[src/include/cmpd_pkg.sv]
package cmpd_pkg;

    // ==========================================================
    // Three-level pin encoding (board gives two comparator bits)
    // ==========================================================
    typedef enum logic [1:0] {
        CMPD_LVL_LOW,
        CMPD_LVL_MID,
        CMPD_LVL_HIGH
    } cmpd_level_t;

    // ==========================================================
    // Decoded modes
    // ==========================================================
    typedef enum logic [1:0] {
        CMPD_CTRL_HW,
        CMPD_CTRL_SERIAL,
        CMPD_CTRL_PARALLEL
    } cmpd_ctrl_t;

    typedef enum logic [1:0] {
        CMPD_JA_TX,
        CMPD_JA_OFF,
        CMPD_JA_RX
    } cmpd_ja_t;

    typedef struct packed {
        logic mux_bus;
        logic sep_strobes;
    } cmpd_bus_t;

    typedef struct packed {
        logic serial_en;
        logic parallel_en;
        logic hw_en;
    } cmpd_pins_t;

    // Level input bit positions: {is_high, is_mid}
    localparam int CMPD_LVL_HI_BIT = 1;
    localparam int CMPD_LVL_MID_BIT = 0;
    localparam int CMPD_SYNC_STAGES = 2;
    localparam int CMPD_MIN_SYNC_STAGES = 2;
    // Strap pins plus chip select, carried as one synchroniser word
    localparam int CMPD_PIN_COUNT = 8;
    // Comparators read high at reset, so chip select idles high and nothing starts
    localparam logic [CMPD_PIN_COUNT-1:0] CMPD_SYNC_RESET = 8'hFF;
    // Parallel bus codes as {bus mux select, bus style select}
    localparam logic [1:0] CMPD_PAR_NONMUX_RW = 2'h0;
    localparam logic [1:0] CMPD_PAR_NONMUX_SEP = 2'h1;
    localparam logic [1:0] CMPD_PAR_MUX_RW = 2'h2;
    localparam logic [1:0] CMPD_PAR_MUX_SEP = 2'h3;

endpackage

[src/design/cmpd_control_mode_pin_decode.sv]
`timescale 1ns/1ps
module cmpd_control_mode_pin_decode #(
    parameter int SYNC_STAGES = cmpd_pkg::CMPD_SYNC_STAGES
) (
    input wire logic SYS_CLK,
    input wire logic ARST_N,
    input wire logic [1:0] CONTROL_METHOD_SELECT,
    input wire logic BUS_MUX_SELECT,
    input wire logic BUS_STYLE_SELECT,
    input wire logic LINE_CODE_SELECT,
    input wire logic [1:0] JITTER_ATTEN_POSITION,
    input wire logic CHIP_SELECT_N,
    output cmpd_pkg::cmpd_ctrl_t CONTROL_MODE,
    output cmpd_pkg::cmpd_bus_t BUS_STYLE,
    output cmpd_pkg::cmpd_pins_t PIN_GROUP_EN,
    output logic ZERO_SUPPRESS_EN,
    output cmpd_pkg::cmpd_ja_t JA_POSITION,
    output logic HOST_ACCESS_START,
    output logic HOST_SELECTED
);
    import cmpd_pkg::*;

    // ==========================================================
    // Elaboration checks
    // ==========================================================
    // One flop alone would let a metastable strap reach the decode
    if (SYNC_STAGES < CMPD_MIN_SYNC_STAGES) begin : g_bad_sync
        $error("SYNC_STAGES below the two-flop minimum");
    end

    // ==========================================================
    // Pin synchronisers; straps may change at any time
    // ==========================================================
    logic [CMPD_PIN_COUNT-1:0] pins_raw;
    wire logic [CMPD_PIN_COUNT-1:0] pins_sync;
    assign pins_raw = {CONTROL_METHOD_SELECT, BUS_MUX_SELECT, BUS_STYLE_SELECT,
                       LINE_CODE_SELECT, JITTER_ATTEN_POSITION, CHIP_SELECT_N};

    // Only the last stage is read; earlier stages may still be settling
    for (genvar b = 0; b < CMPD_PIN_COUNT; b++) begin : g_sync
        logic [SYNC_STAGES-1:0] chain_reg;
        always_ff @(posedge SYS_CLK or negedge ARST_N) begin
            if (!ARST_N) begin
                chain_reg <= {SYNC_STAGES{CMPD_SYNC_RESET[b]}};
            end else begin
                chain_reg <= {chain_reg[SYNC_STAGES-2:0], pins_raw[b]};
            end
        end
        assign pins_sync[b] = chain_reg[SYNC_STAGES-1];
    end

    // ==========================================================
    // Synchronised strap fields
    // ==========================================================
    logic [1:0] m2_s;
    logic m1_s;
    logic m0_s;
    logic code_s;
    logic [1:0] jas_s;
    logic cs_n_s;
    assign {m2_s, m1_s, m0_s, code_s, jas_s, cs_n_s} = pins_sync;

    // Comparator pair to level; high wins if both report
    function automatic cmpd_level_t to_level(input logic [1:0] v);
        cmpd_level_t l;
        l = CMPD_LVL_LOW;
        if (v[CMPD_LVL_HI_BIT]) begin
            l = CMPD_LVL_HIGH;
        end else if (v[CMPD_LVL_MID_BIT]) begin
            l = CMPD_LVL_MID;
        end
        return l;
    endfunction

    // ==========================================================
    // Level decode
    // ==========================================================
    cmpd_level_t ctrl_lvl;
    cmpd_level_t ja_lvl;
    cmpd_ctrl_t ctrl_next;
    cmpd_ja_t ja_next;
    assign ctrl_lvl = to_level(m2_s);
    assign ja_lvl = to_level(jas_s);

    always_comb begin
        case (ctrl_lvl)
            CMPD_LVL_HIGH: ctrl_next = CMPD_CTRL_PARALLEL;
            CMPD_LVL_MID: ctrl_next = CMPD_CTRL_SERIAL;
            default: ctrl_next = CMPD_CTRL_HW;
        endcase
    end

    always_comb begin
        case (ja_lvl)
            CMPD_LVL_HIGH: ja_next = CMPD_JA_RX;
            CMPD_LVL_MID: ja_next = CMPD_JA_OFF;
            default: ja_next = CMPD_JA_TX;
        endcase
    end

    // Bus style only meaningful in parallel mode; held at zero otherwise
    cmpd_bus_t bus_next;
    always_comb begin
        bus_next = '0;
        if (ctrl_next == CMPD_CTRL_PARALLEL) begin
            case ({m1_s, m0_s})
                CMPD_PAR_NONMUX_RW: begin
                    bus_next.mux_bus = 1'b0;
                    bus_next.sep_strobes = 1'b0;
                end
                CMPD_PAR_NONMUX_SEP: begin
                    bus_next.mux_bus = 1'b0;
                    bus_next.sep_strobes = 1'b1;
                end
                CMPD_PAR_MUX_RW: begin
                    bus_next.mux_bus = 1'b1;
                    bus_next.sep_strobes = 1'b0;
                end
                default: begin
                    bus_next.mux_bus = 1'b1;
                    bus_next.sep_strobes = 1'b1;
                end
            endcase
        end
    end

    // Hardware-mode straps; in host modes software owns these settings
    logic zs_next;
    cmpd_ja_t ja_pos_next;
    always_comb begin
        zs_next = 1'b0;
        ja_pos_next = CMPD_JA_OFF;
        if (ctrl_next == CMPD_CTRL_HW) begin
            zs_next = code_s;
            ja_pos_next = ja_next;
        end
    end

    // ==========================================================
    // Output registers
    // ==========================================================
    always_ff @(posedge SYS_CLK or negedge ARST_N) begin
        if (!ARST_N) begin
            CONTROL_MODE <= CMPD_CTRL_HW;
        end else begin
            CONTROL_MODE <= ctrl_next;
        end
    end

    always_ff @(posedge SYS_CLK or negedge ARST_N) begin
        if (!ARST_N) begin
            PIN_GROUP_EN <= '0;
        end else begin
            PIN_GROUP_EN.hw_en <= (ctrl_next == CMPD_CTRL_HW);
            PIN_GROUP_EN.serial_en <= (ctrl_next == CMPD_CTRL_SERIAL);
            PIN_GROUP_EN.parallel_en <= (ctrl_next == CMPD_CTRL_PARALLEL);
        end
    end

    always_ff @(posedge SYS_CLK or negedge ARST_N) begin
        if (!ARST_N) begin
            BUS_STYLE <= '0;
        end else begin
            BUS_STYLE <= bus_next;
        end
    end

    always_ff @(posedge SYS_CLK or negedge ARST_N) begin
        if (!ARST_N) begin
            ZERO_SUPPRESS_EN <= 1'b0;
        end else begin
            ZERO_SUPPRESS_EN <= zs_next;
        end
    end

    always_ff @(posedge SYS_CLK or negedge ARST_N) begin
        if (!ARST_N) begin
            JA_POSITION <= CMPD_JA_OFF;
        end else begin
            JA_POSITION <= ja_pos_next;
        end
    end

    // ==========================================================
    // Chip select handshake
    // ==========================================================
    logic cs_n_prev_reg;
    logic host_mode;
    logic cs_fall;
    assign host_mode = (ctrl_next != CMPD_CTRL_HW);
    // Each access needs a new falling edge; a held-low select starts nothing
    assign cs_fall = cs_n_prev_reg && !cs_n_s;

    always_ff @(posedge SYS_CLK or negedge ARST_N) begin
        if (!ARST_N) begin
            cs_n_prev_reg <= 1'b1;
        end else begin
            cs_n_prev_reg <= cs_n_s;
        end
    end

    always_ff @(posedge SYS_CLK or negedge ARST_N) begin
        if (!ARST_N) begin
            HOST_ACCESS_START <= 1'b0;
        end else begin
            HOST_ACCESS_START <= cs_fall && host_mode;
        end
    end

    always_ff @(posedge SYS_CLK or negedge ARST_N) begin
        if (!ARST_N) begin
            HOST_SELECTED <= 1'b0;
        end else begin
            HOST_SELECTED <= !cs_n_s && host_mode;
        end
    end

endmodule

[config.mk]
export PLATFORM = sky130hd
export DESIGN_NAME = cmpd_control_mode_pin_decode
export DESIGN_NICKNAME = d
export VERILOG_FILES = /design/src/include/cmpd_pkg.sv /design/src/design/cmpd_control_mode_pin_decode.sv
export SDC_FILE = /design/constraint.sdc
export NUM_CORES = 1
export LEC_CHECK = 0
export ABC_AREA = 1
export ABC_CLOCK_PERIOD_IN_PS = 1250
export BUFFER_PORTS_ARGS = -buffer_cell sky130_fd_sc_hd__buf_2
export CAP_MARGIN = 40
export CORE_UTILIZATION = 45
export CTS_BUF_LIST = sky130_fd_sc_hd__clkbuf_8
export DETAILED_ROUTE_END_ITERATION = 10
export GPL_ROUTABILITY_DRIVEN = 0
export HOLD_SLACK_MARGIN = 0.15
export PLACE_DENSITY = 0.7
export SYNTH_ARGS = -nofsm -noshare
export SYNTH_HDL_FRONTEND = slang
export SYNTH_SLANG_ARGS = --single-unit
[constraint.sdc]
create_clock -name SYS_CLK -period 1.25 [get_ports SYS_CLK]
set_input_delay 0 -clock SYS_CLK [delete_from_list [all_inputs] [get_ports SYS_CLK]]
set_output_delay 0 -clock SYS_CLK [all_outputs]
set_load 0.01 [all_outputs]
Word level (Yosys, flattened, before mapping):

Cells that the tools add are included.
W data, S select, Z words.

* bits in registers: 29
* input bits: 10
* output and inout bits: 12

* equal/unequal tests: 8
* mux-type cells: 10
* reductions and logical operators: 7

Operator list (number)
* $eq A2 B1 Y1 const B: 4
* $eq A2 B2 Y1 const B: 4
* $mux W2: 4
* $pmux W2 S2: 2
* $pmux W2 S3: 1
* $logic_not A2 Y1: 2
* $logic_and A1 B1 Y1: 3
* $mux W1: 3
* $reduce_bool A2 Y1: 1
* $logic_not A1 Y1: 1

Depth between registers and ports, before layout:

Gate-level depths: netlist of the first run.

* depth after elaboration: 6
* gate-level depth with buffers: 3

Worst setup path before layout of the first run:

No wires, ideal clock.

* path kind: register -> register
* start: register g_sync[7].chain_reg[1]
* end: register JA_POSITION[1]
* setup time: 115 ps
* data arrival time: 690 ps
* required time: 1135 ps
* setup slack: 445 ps
* cell stages (with the launch flop): 4
* path buffers: 0
* period minus slack after synthesis: 805 ps
* path through: dfstp_2 inv_1 nand2_1 nor2_1

* word-level cells in the longest chain between the ends: 5
* elaborated cells on any way between the ends: 6
* classes of those cells: eq/ne (2); mux (3); reduce/logical (1)

Ends and longest elaborated chain
* start, declared: line cmpd_control_mode_pin_decode.sv:41 `logic [SYNC_STAGES-1:0] chain_reg;`
* start signal, assigned: line cmpd_control_mode_pin_decode.sv:44 `chain_reg <= {SYNC_STAGES{CMPD_SYNC_RESET[b]}};`
* start signal, assigned: line cmpd_control_mode_pin_decode.sv:46 `chain_reg <= {chain_reg[SYNC_STAGES-2:0], pins_raw[b]};`
* $mux W2 (*): line cmpd_control_mode_pin_decode.sv:67 `if (v[CMPD_LVL_HI_BIT]) begin`
* $eq A2 B1 Y1 or $eq A2 B2 Y1 (tied branches): line cmpd_control_mode_pin_decode.sv:86 `case (ctrl_lvl)`
* $pmux W2 S2 (*): line cmpd_control_mode_pin_decode.sv:86
* $logic_not A2 Y1 (*): line cmpd_control_mode_pin_decode.sv:133 `if (ctrl_next == CMPD_CTRL_HW) begin`
* $mux W2 (*): line cmpd_control_mode_pin_decode.sv:133
* net ja_pos_next[1]: line cmpd_control_mode_pin_decode.sv:129 `cmpd_ja_t ja_pos_next;`
* end signal, assigned: line cmpd_control_mode_pin_decode.sv:180 `JA_POSITION <= ja_pos_next;`
* end, declared: line cmpd_control_mode_pin_decode.sv:17 `output cmpd_pkg::cmpd_ja_t JA_POSITION,`

The timed path passes the listed nets; every way through them passes the cells marked *.

Worst setup path in the final report of the first run:

* start: register JA_POSITION[0]
* end: output port JA_POSITION[0]

No word-level cell between the ends.

==> impl_results.md, run 1 <==
- # port buffers: 21
- Wire per inst: just under 8 um
- VDD IR-drop max: 1.09 mV
- Largest net degree at the start of global routing: 28
- Register area: ~700 sq um
- Tightest Pin Transition: approximately 0.54 ns
- Avg Vias per Cell: between 4 and 5
- DRC: 0
- Hold Buf Count CTS: 9
- Synth top area cells: dfstp_2, dfrtp_1, inv_1
- Critical Path Source: JA_POSITION[0]
- Final setup skew: 0.00201 ns
- Slew Limit Fails: 0
- Synth Flop Type: dfstp_2
- Clock Path Buffers: 2
- Grt total ovfl: 0
- Worst Hold Class: input port to async pin
- Avg Cell Area, Syn: about 16 sq um
- Clk Tree Root Cell: clkbuf_8
- H-tree depth: 1
- RSZ-0062 raised after global routing: no
- CP required: about 1.3 ns
- Crit Path Max Fanout: 1
- Area Growth Syn to Fin: 31.0%
- Top cell type's share of synthesized area: about three fifths
- Post-CTS sizing: 0
- # diodes: 0
- Cells along the critical path: buf_2
- Total CTS buffers: 3
- PwrDens: 1460 nW/um^2
- Initial core utilization: 50.2%
- Setup Viol. Count Final: 0
- Post-synth EDFFs: 0
- R2r setup slk: approximately 0.40 ns
- DP Area: around 900 sq um
- Max-cap viol count: 0
- P_leak: around 0.52 nW
- Largest register FFs: 16
- Design Power: 1.51 mW
- R2R depth: 3
- Family with the most delay on the worst path: flip-flops
- Synth warn: 0
- Most common cell in the netlist: dfstp_2
- GRT Util Overall: about 9.1%
- Fin nets: roughly 90
- Type of origin of the critical path: flop
- Vias: 393
- Worst hold slack: between 0.2 and 0.25 ns
- Setup TNS: 0 ns
- Critical path class: flop to output pin
- Number of placement rows: 14
- Synth Cell Area: just under 800 sq um
- Design area: around 1000 sq um
- Synthesized instance count: a little under 50
- Die Wd: around 44 um
- Fill cells: 119
- CP endpoint kind: output pin
- Hold Vio Cnt, Final: 0
- Critical path's largest stage delay: 0.52 ns
- Post-synth net total: 59
- Worst slew margin relative to its limit: 64.2%
- Layout cells sized above 1: between 50% and 60%
- WP data arrival: 0.89 ns
- Seq/Total Area, Yosys: 88.3%
- Instance count on the critical path: 1
- First-pass GRT wire length: 1.26 mm
- # clock sinks: 27
- Fmax: about 1100 MHz
- Clock latency on the worst-skew pair: around 0.26 ns
- Number of antenna violations at the first check in global routing: 0
- R2r endpoint: JA_POSITION[1]
- Critical Path Sink: JA_POSITION[0]
- Synth top cells by count: dfstp_2, dfrtp_1, inv_1
- Crit Reg-Reg Startpoint: g_sync[7].chain_reg[1]
- Area of the die: 1930 sq um
- CP bufs+invs: 1
- # Post-CTS Setup Buffers: 0
- Asr flop ratio synth: 100%
- Crit path max-delay cell type: dfstp_2
- DRT Wirelength: 747 um
- Number of global-route vias before repair: around 370
- DIE HEIGHT: 43.9 um
- Placeable Area: ~1600 sq um
- Synth area leader: dfstp_2
- CTS tree: done
- Count of different cell masters after synthesis: 8
- DRT antenna net count: 0
- Min cycle time layout: around 0.89 ns
- # IOs: 22
- Flops & latches, synth: 27
- Crit share post-route: 71.0%
- Clock Pin Slew Worst Setup and Hold Paths: ~0.080 ns
- DR pass1 iterations: 2
- Multi-input logic area: ~48 sq um
- DR iter-0 viols: 1
- Status: finished clean
==> cells in the final DEF (no fill, tap or decap) <==
cell | Yosys | layout
nor2_2 | 1 | 1
clkinvlp_4 | 0 | 1
dfrtp_1 | 9 | 9
clkbuf_8 | 0 | 3
buf_2 | 0 | 21
nor2_1 | 5 | 5
dfstp_2 | 18 | 18
nand2_1 | 6 | 6
inv_1 | 7 | 7
dlygate4sd3_1 | 0 | 9
==> stage by stage <==
step                worst slack [ns]  cells  utilization [%]
floorplan                      0.445     49                -
global placement               0.429     83             56.9
detailed placement             0.408     83             56.9
CTS                            0.348     96             65.7
global route                   0.322     96             65.7
finish                         0.362     96             65.7
==> worst register-to-register path: stages, from the launching register on <==
cell	delay (ns)
dfstp_2	0.59
inv_1	0.05
nand2_1	0.08
nor2_1	0.04
==> metal layers <==
layer  global-route usage [%]  wire [um]  up-vias
li1                         -          -      198
met5                        0          0        -
met1                     8.70        324      179
met4                     5.45          0        0
met2                     17.0        378       16
met3                     2.50         43        0
==> logic make-up after synthesis <==
group | count (synthesis) | share of synthesized area, %
buf+inv | 10 | 5.70
flops | 27 | 88.3
simple gates | 12 | 6.01
==> where the power goes <==
group | internal [mW] | leakage (nW) | switching [mW] | total [mW]
Combinational | 0.0468 | 0.195 | 0.0459 | 0.0927
Sequential | 0.940 | 0.305 | 0.0137 | 0.953
Clock | 0.225 | 0.0217 | 0.237 | 0.462
==> area by class of cell <==
cell class | count | share of cell area, %
inverters | 7 | 2.54
clock buffers | 3 | 3.99
clock inverters | 1 | 0.725
well taps | 16 | 1.93
flip-flops and latches | 27 | 67.4
repair buffers | 30 | 18.8
multi-input cells | 12 | 4.59
==> how the worst min path moves through the flow <==
stage,start,endpoint,depth (start not counted)
after floorplan,ARST_N,BUS_STYLE[0],0
after global placement,ARST_N,BUS_STYLE[0],1
after detailed placement,ARST_N,BUS_STYLE[0],1
after CTS,ARST_N,BUS_STYLE[0],2
after global routing,ARST_N,BUS_STYLE[0],2
final,ARST_N,BUS_STYLE[0],2
(Power assumes the default switching activity.)
==> inputs of run 2 (changes only) <==
--- a/config.mk
+++ b/config.mk
@@ -6,7 +6,7 @@
 export NUM_CORES = 1
 export LEC_CHECK = 0
 export ABC_AREA = 1
-export ABC_CLOCK_PERIOD_IN_PS = 1250
+export ABC_CLOCK_PERIOD_IN_PS = 900
 export BUFFER_PORTS_ARGS = -buffer_cell sky130_fd_sc_hd__buf_2
 export CAP_MARGIN = 40
 export CORE_UTILIZATION = 45
==> constraint.sdc (replaced) <==
create_clock -name SYS_CLK -period 0.9 [get_ports SYS_CLK]
set_input_delay 0 -clock SYS_CLK [delete_from_list [all_inputs] [get_ports SYS_CLK]]
set_output_delay 0 -clock SYS_CLK [all_outputs]
set_load 0.01 [all_outputs]
==> impl_results.md, run 2 (same netlist as run 1, synthesis figures left out) <==
- CP endpoint kind: output pin
- Multi-input logic area: 47.5 sq um (unchanged)
- Clock Pin Slew Worst Setup and Hold Paths: 0.08 ns (about the same)
- Crit Path Max Fanout: 1 (unchanged)
- Largest net degree at the start of global routing: 28 (unchanged)
- DRT antenna net count: 0 (unchanged)
- Avg Vias per Cell: 4.09 (about the same)
- Hold Vio Cnt, Final: 0 (unchanged)
- DR iter-0 viols: 3 (+2)
- Max-cap viol count: 0 (unchanged)
- Dpl ws: 0.0581 ns (-0.350 ns)
- DRT Wirelength: 757 um (+1.3%)
- Wire per inst: 7.80 um (+0.29%)
- Commonest non-fill, non-tap cell in the layout: buf_2
- Status: finished clean
- Area Growth Syn to Fin: 32.8%
- # port buffers: 21 (unchanged)
- Placeable Area: 1580 sq um (unchanged)
- Cells along the critical path: buf_6
- Clk Tree Root Cell: clkbuf_8
- H-tree depth: 1 (unchanged)
- Routing usage on met1: 9.57% (+0.87 points)
- Commonest non-fill, non-tap cells in the layout: buf_2, dfstp_2, dfrtp_1, dlygate4sd3_1, inv_1
- Area of the die: 1930 sq um (unchanged)
- CP bufs+invs: 1 (unchanged)
- Final setup skew: 0.00174 ns (-0.000273 ns)
- # IOs: 22 (unchanged)
- Clock Path Buffers: 2 (unchanged)
- Vias: 397 (+1.0%)
- Worst slew margin relative to its limit: 64.4% (+0.25 points)
- PwrDens: 2000 nW/um^2 (+38%)
- First-pass GRT wire length: 1.28 mm (+2.2%)
- WP data arrival: 0.88 ns (about the same)
- Initial core utilization: 50.2% (unchanged)
- GRT Util Overall: 9.29% (+0.18 points)
- DIE HEIGHT: 43.9 um (unchanged)
- RSZ-0062 raised after global routing: yes
- Fill cells: 116 (-2.5%)
- Sequential share of power: 63.0% (-0.2 points)
- Largest register FFs: 16 (unchanged)
- Tightest Pin Transition: 0.534 ns (-0.00376 ns)
- P_leak: 0.529 nW (+1.5%)
- Register area: 698 sq um (unchanged)
- DRC: 0 (unchanged)
- Fmax: approximately 1100 MHz
- Clock power share: 30.6% (about the same)
- Met3 Resource Use GR: 2.50% (unchanged)
- Grt total ovfl: 0 (unchanged)
- Switching power: 415 uW (+40%)
- Final Core Density: 66.6% (+0.87 points)
- Number of antenna violations at the first check in global routing: 0 (unchanged)
- Setup Viol. Count Final: 0 (unchanged)
- DP Area: 897 sq um (unchanged)
- VDD IR-drop max: 1.50 mV (+37%)
- Fin nets: 92 (+1.1%)
- Crit path max-delay cell type: dfstp_2
- # clock sinks: 27 (unchanged)
- CTS tree: done
- Min cycle time layout: a little under 0.9 ns
- GR Util met2: 16.7% (-0.30 points)
- Crit share post-route: between 90% and 100%
- # diodes: 0 (unchanged)
- Layout cells sized above 1: 55.6% (+0.56 points)
- Number of global-route vias before repair: 370 (+0.54%)
- Critical path's largest stage delay: 0.53 ns (about the same)
- Die Wd: 43.9 um (unchanged)
- Internal power: 1.69 mW (+39%)
- Slew Limit Fails: 0 (unchanged)
- Clock latency on the worst-skew pair: 0.26 ns (about the same)
- DR pass1 iterations: 2 (unchanged)
- CP required: 0.90 ns (-0.35 ns)
- Combinational power share: 6.5% (+0.4 points)
- Worst Hold Class: input port to async pin
- Type of origin of the critical path: flop
- Critical path class: flop to output pin
- Number of placement rows: 14 (unchanged)
- Most used routing layer: met2
- Family with the most delay on the worst path: flip-flops
- Design area: 1050 sq um (+1.3%)
- Total CTS buffers: 3 (unchanged)
- PnR worst setup slack: 0.0188 ns (-0.344 ns)
- Sw Share: 19.7% (+0.074 points)
-- run 2: changes by cell type in the layout (fill, tap and decap cells not counted) --
cell   change
buf_4      +1
buf_2      -1
buf_6      +1
-- run 2: metal layers --
layer | part of all wire [%] | wire (um)
met1 | 43 | 329
met2 | 51 | 385
met3 | 5.7 | 43
met4 | 0 | 0
met5 | 0 | 0
-- run 2: final cells by class --
type                            instances  share of cell area (%)
Sequential cell                        27                    66.5
Timing Repair Buffer                   31                    19.9
Multi-Input combinational cell         12                    4.53
Clock buffer                            3                    3.93
Inverter                                7                    2.50
Tap cell                               16                    1.91
Clock inverter                          1                   0.715
-- run 2: power by group through the flow --
stage	Combinational (mW)	Sequential, mW	Clock, mW
after floorplan	0.0287	1.36	0
after global placement	0.100	1.34	0
after detailed placement	0.102	1.35	0
after CTS	0.134	1.33	0.680
after global routing	0.153	1.33	0.727
final	0.136	1.32	0.643
-- run 2: metrics by stage --
step	std cells	setup TNS (ns)	total power [mW]	hold WS [ns]
detailed placement	83	0	1.45	0.0125
global placement	83	0	1.44	0.000539
finish	97	0	2.10	0.246
CTS	96	0	2.14	0.256
floorplan	49	0	1.39	-0.296
global route	97	-0.0131	2.21	0.282
-- run 2: path summary, 6_finish.rpt --
kind	from	end	slack, ns	cells past startpoint
setup reg to reg	g_sync[7].chain_reg[1]	ZERO_SUPPRESS_EN	0.08	3
hold reg to reg	g_sync[0].chain_reg[0]	g_sync[0].chain_reg[1]	0.36	0
setup / recovery	JA_POSITION[0]	JA_POSITION[0]	0.02	1
hold / removal	ARST_N	BUS_STYLE[0]	0.25	2
min in group SYS_CLK	g_sync[0].chain_reg[0]	g_sync[0].chain_reg[1]	0.36	0
max in group asynchronous	ARST_N	cs_n_prev_reg	0.29	2
-- run 2: what timing repair did --
item	CTS	global route
setup endpoints to repair	1	3
pin swaps	0	0
gates resized for setup	1	0
hold endpoints to repair	35	0
buffers inserted	0	1
hold buffers	9	0
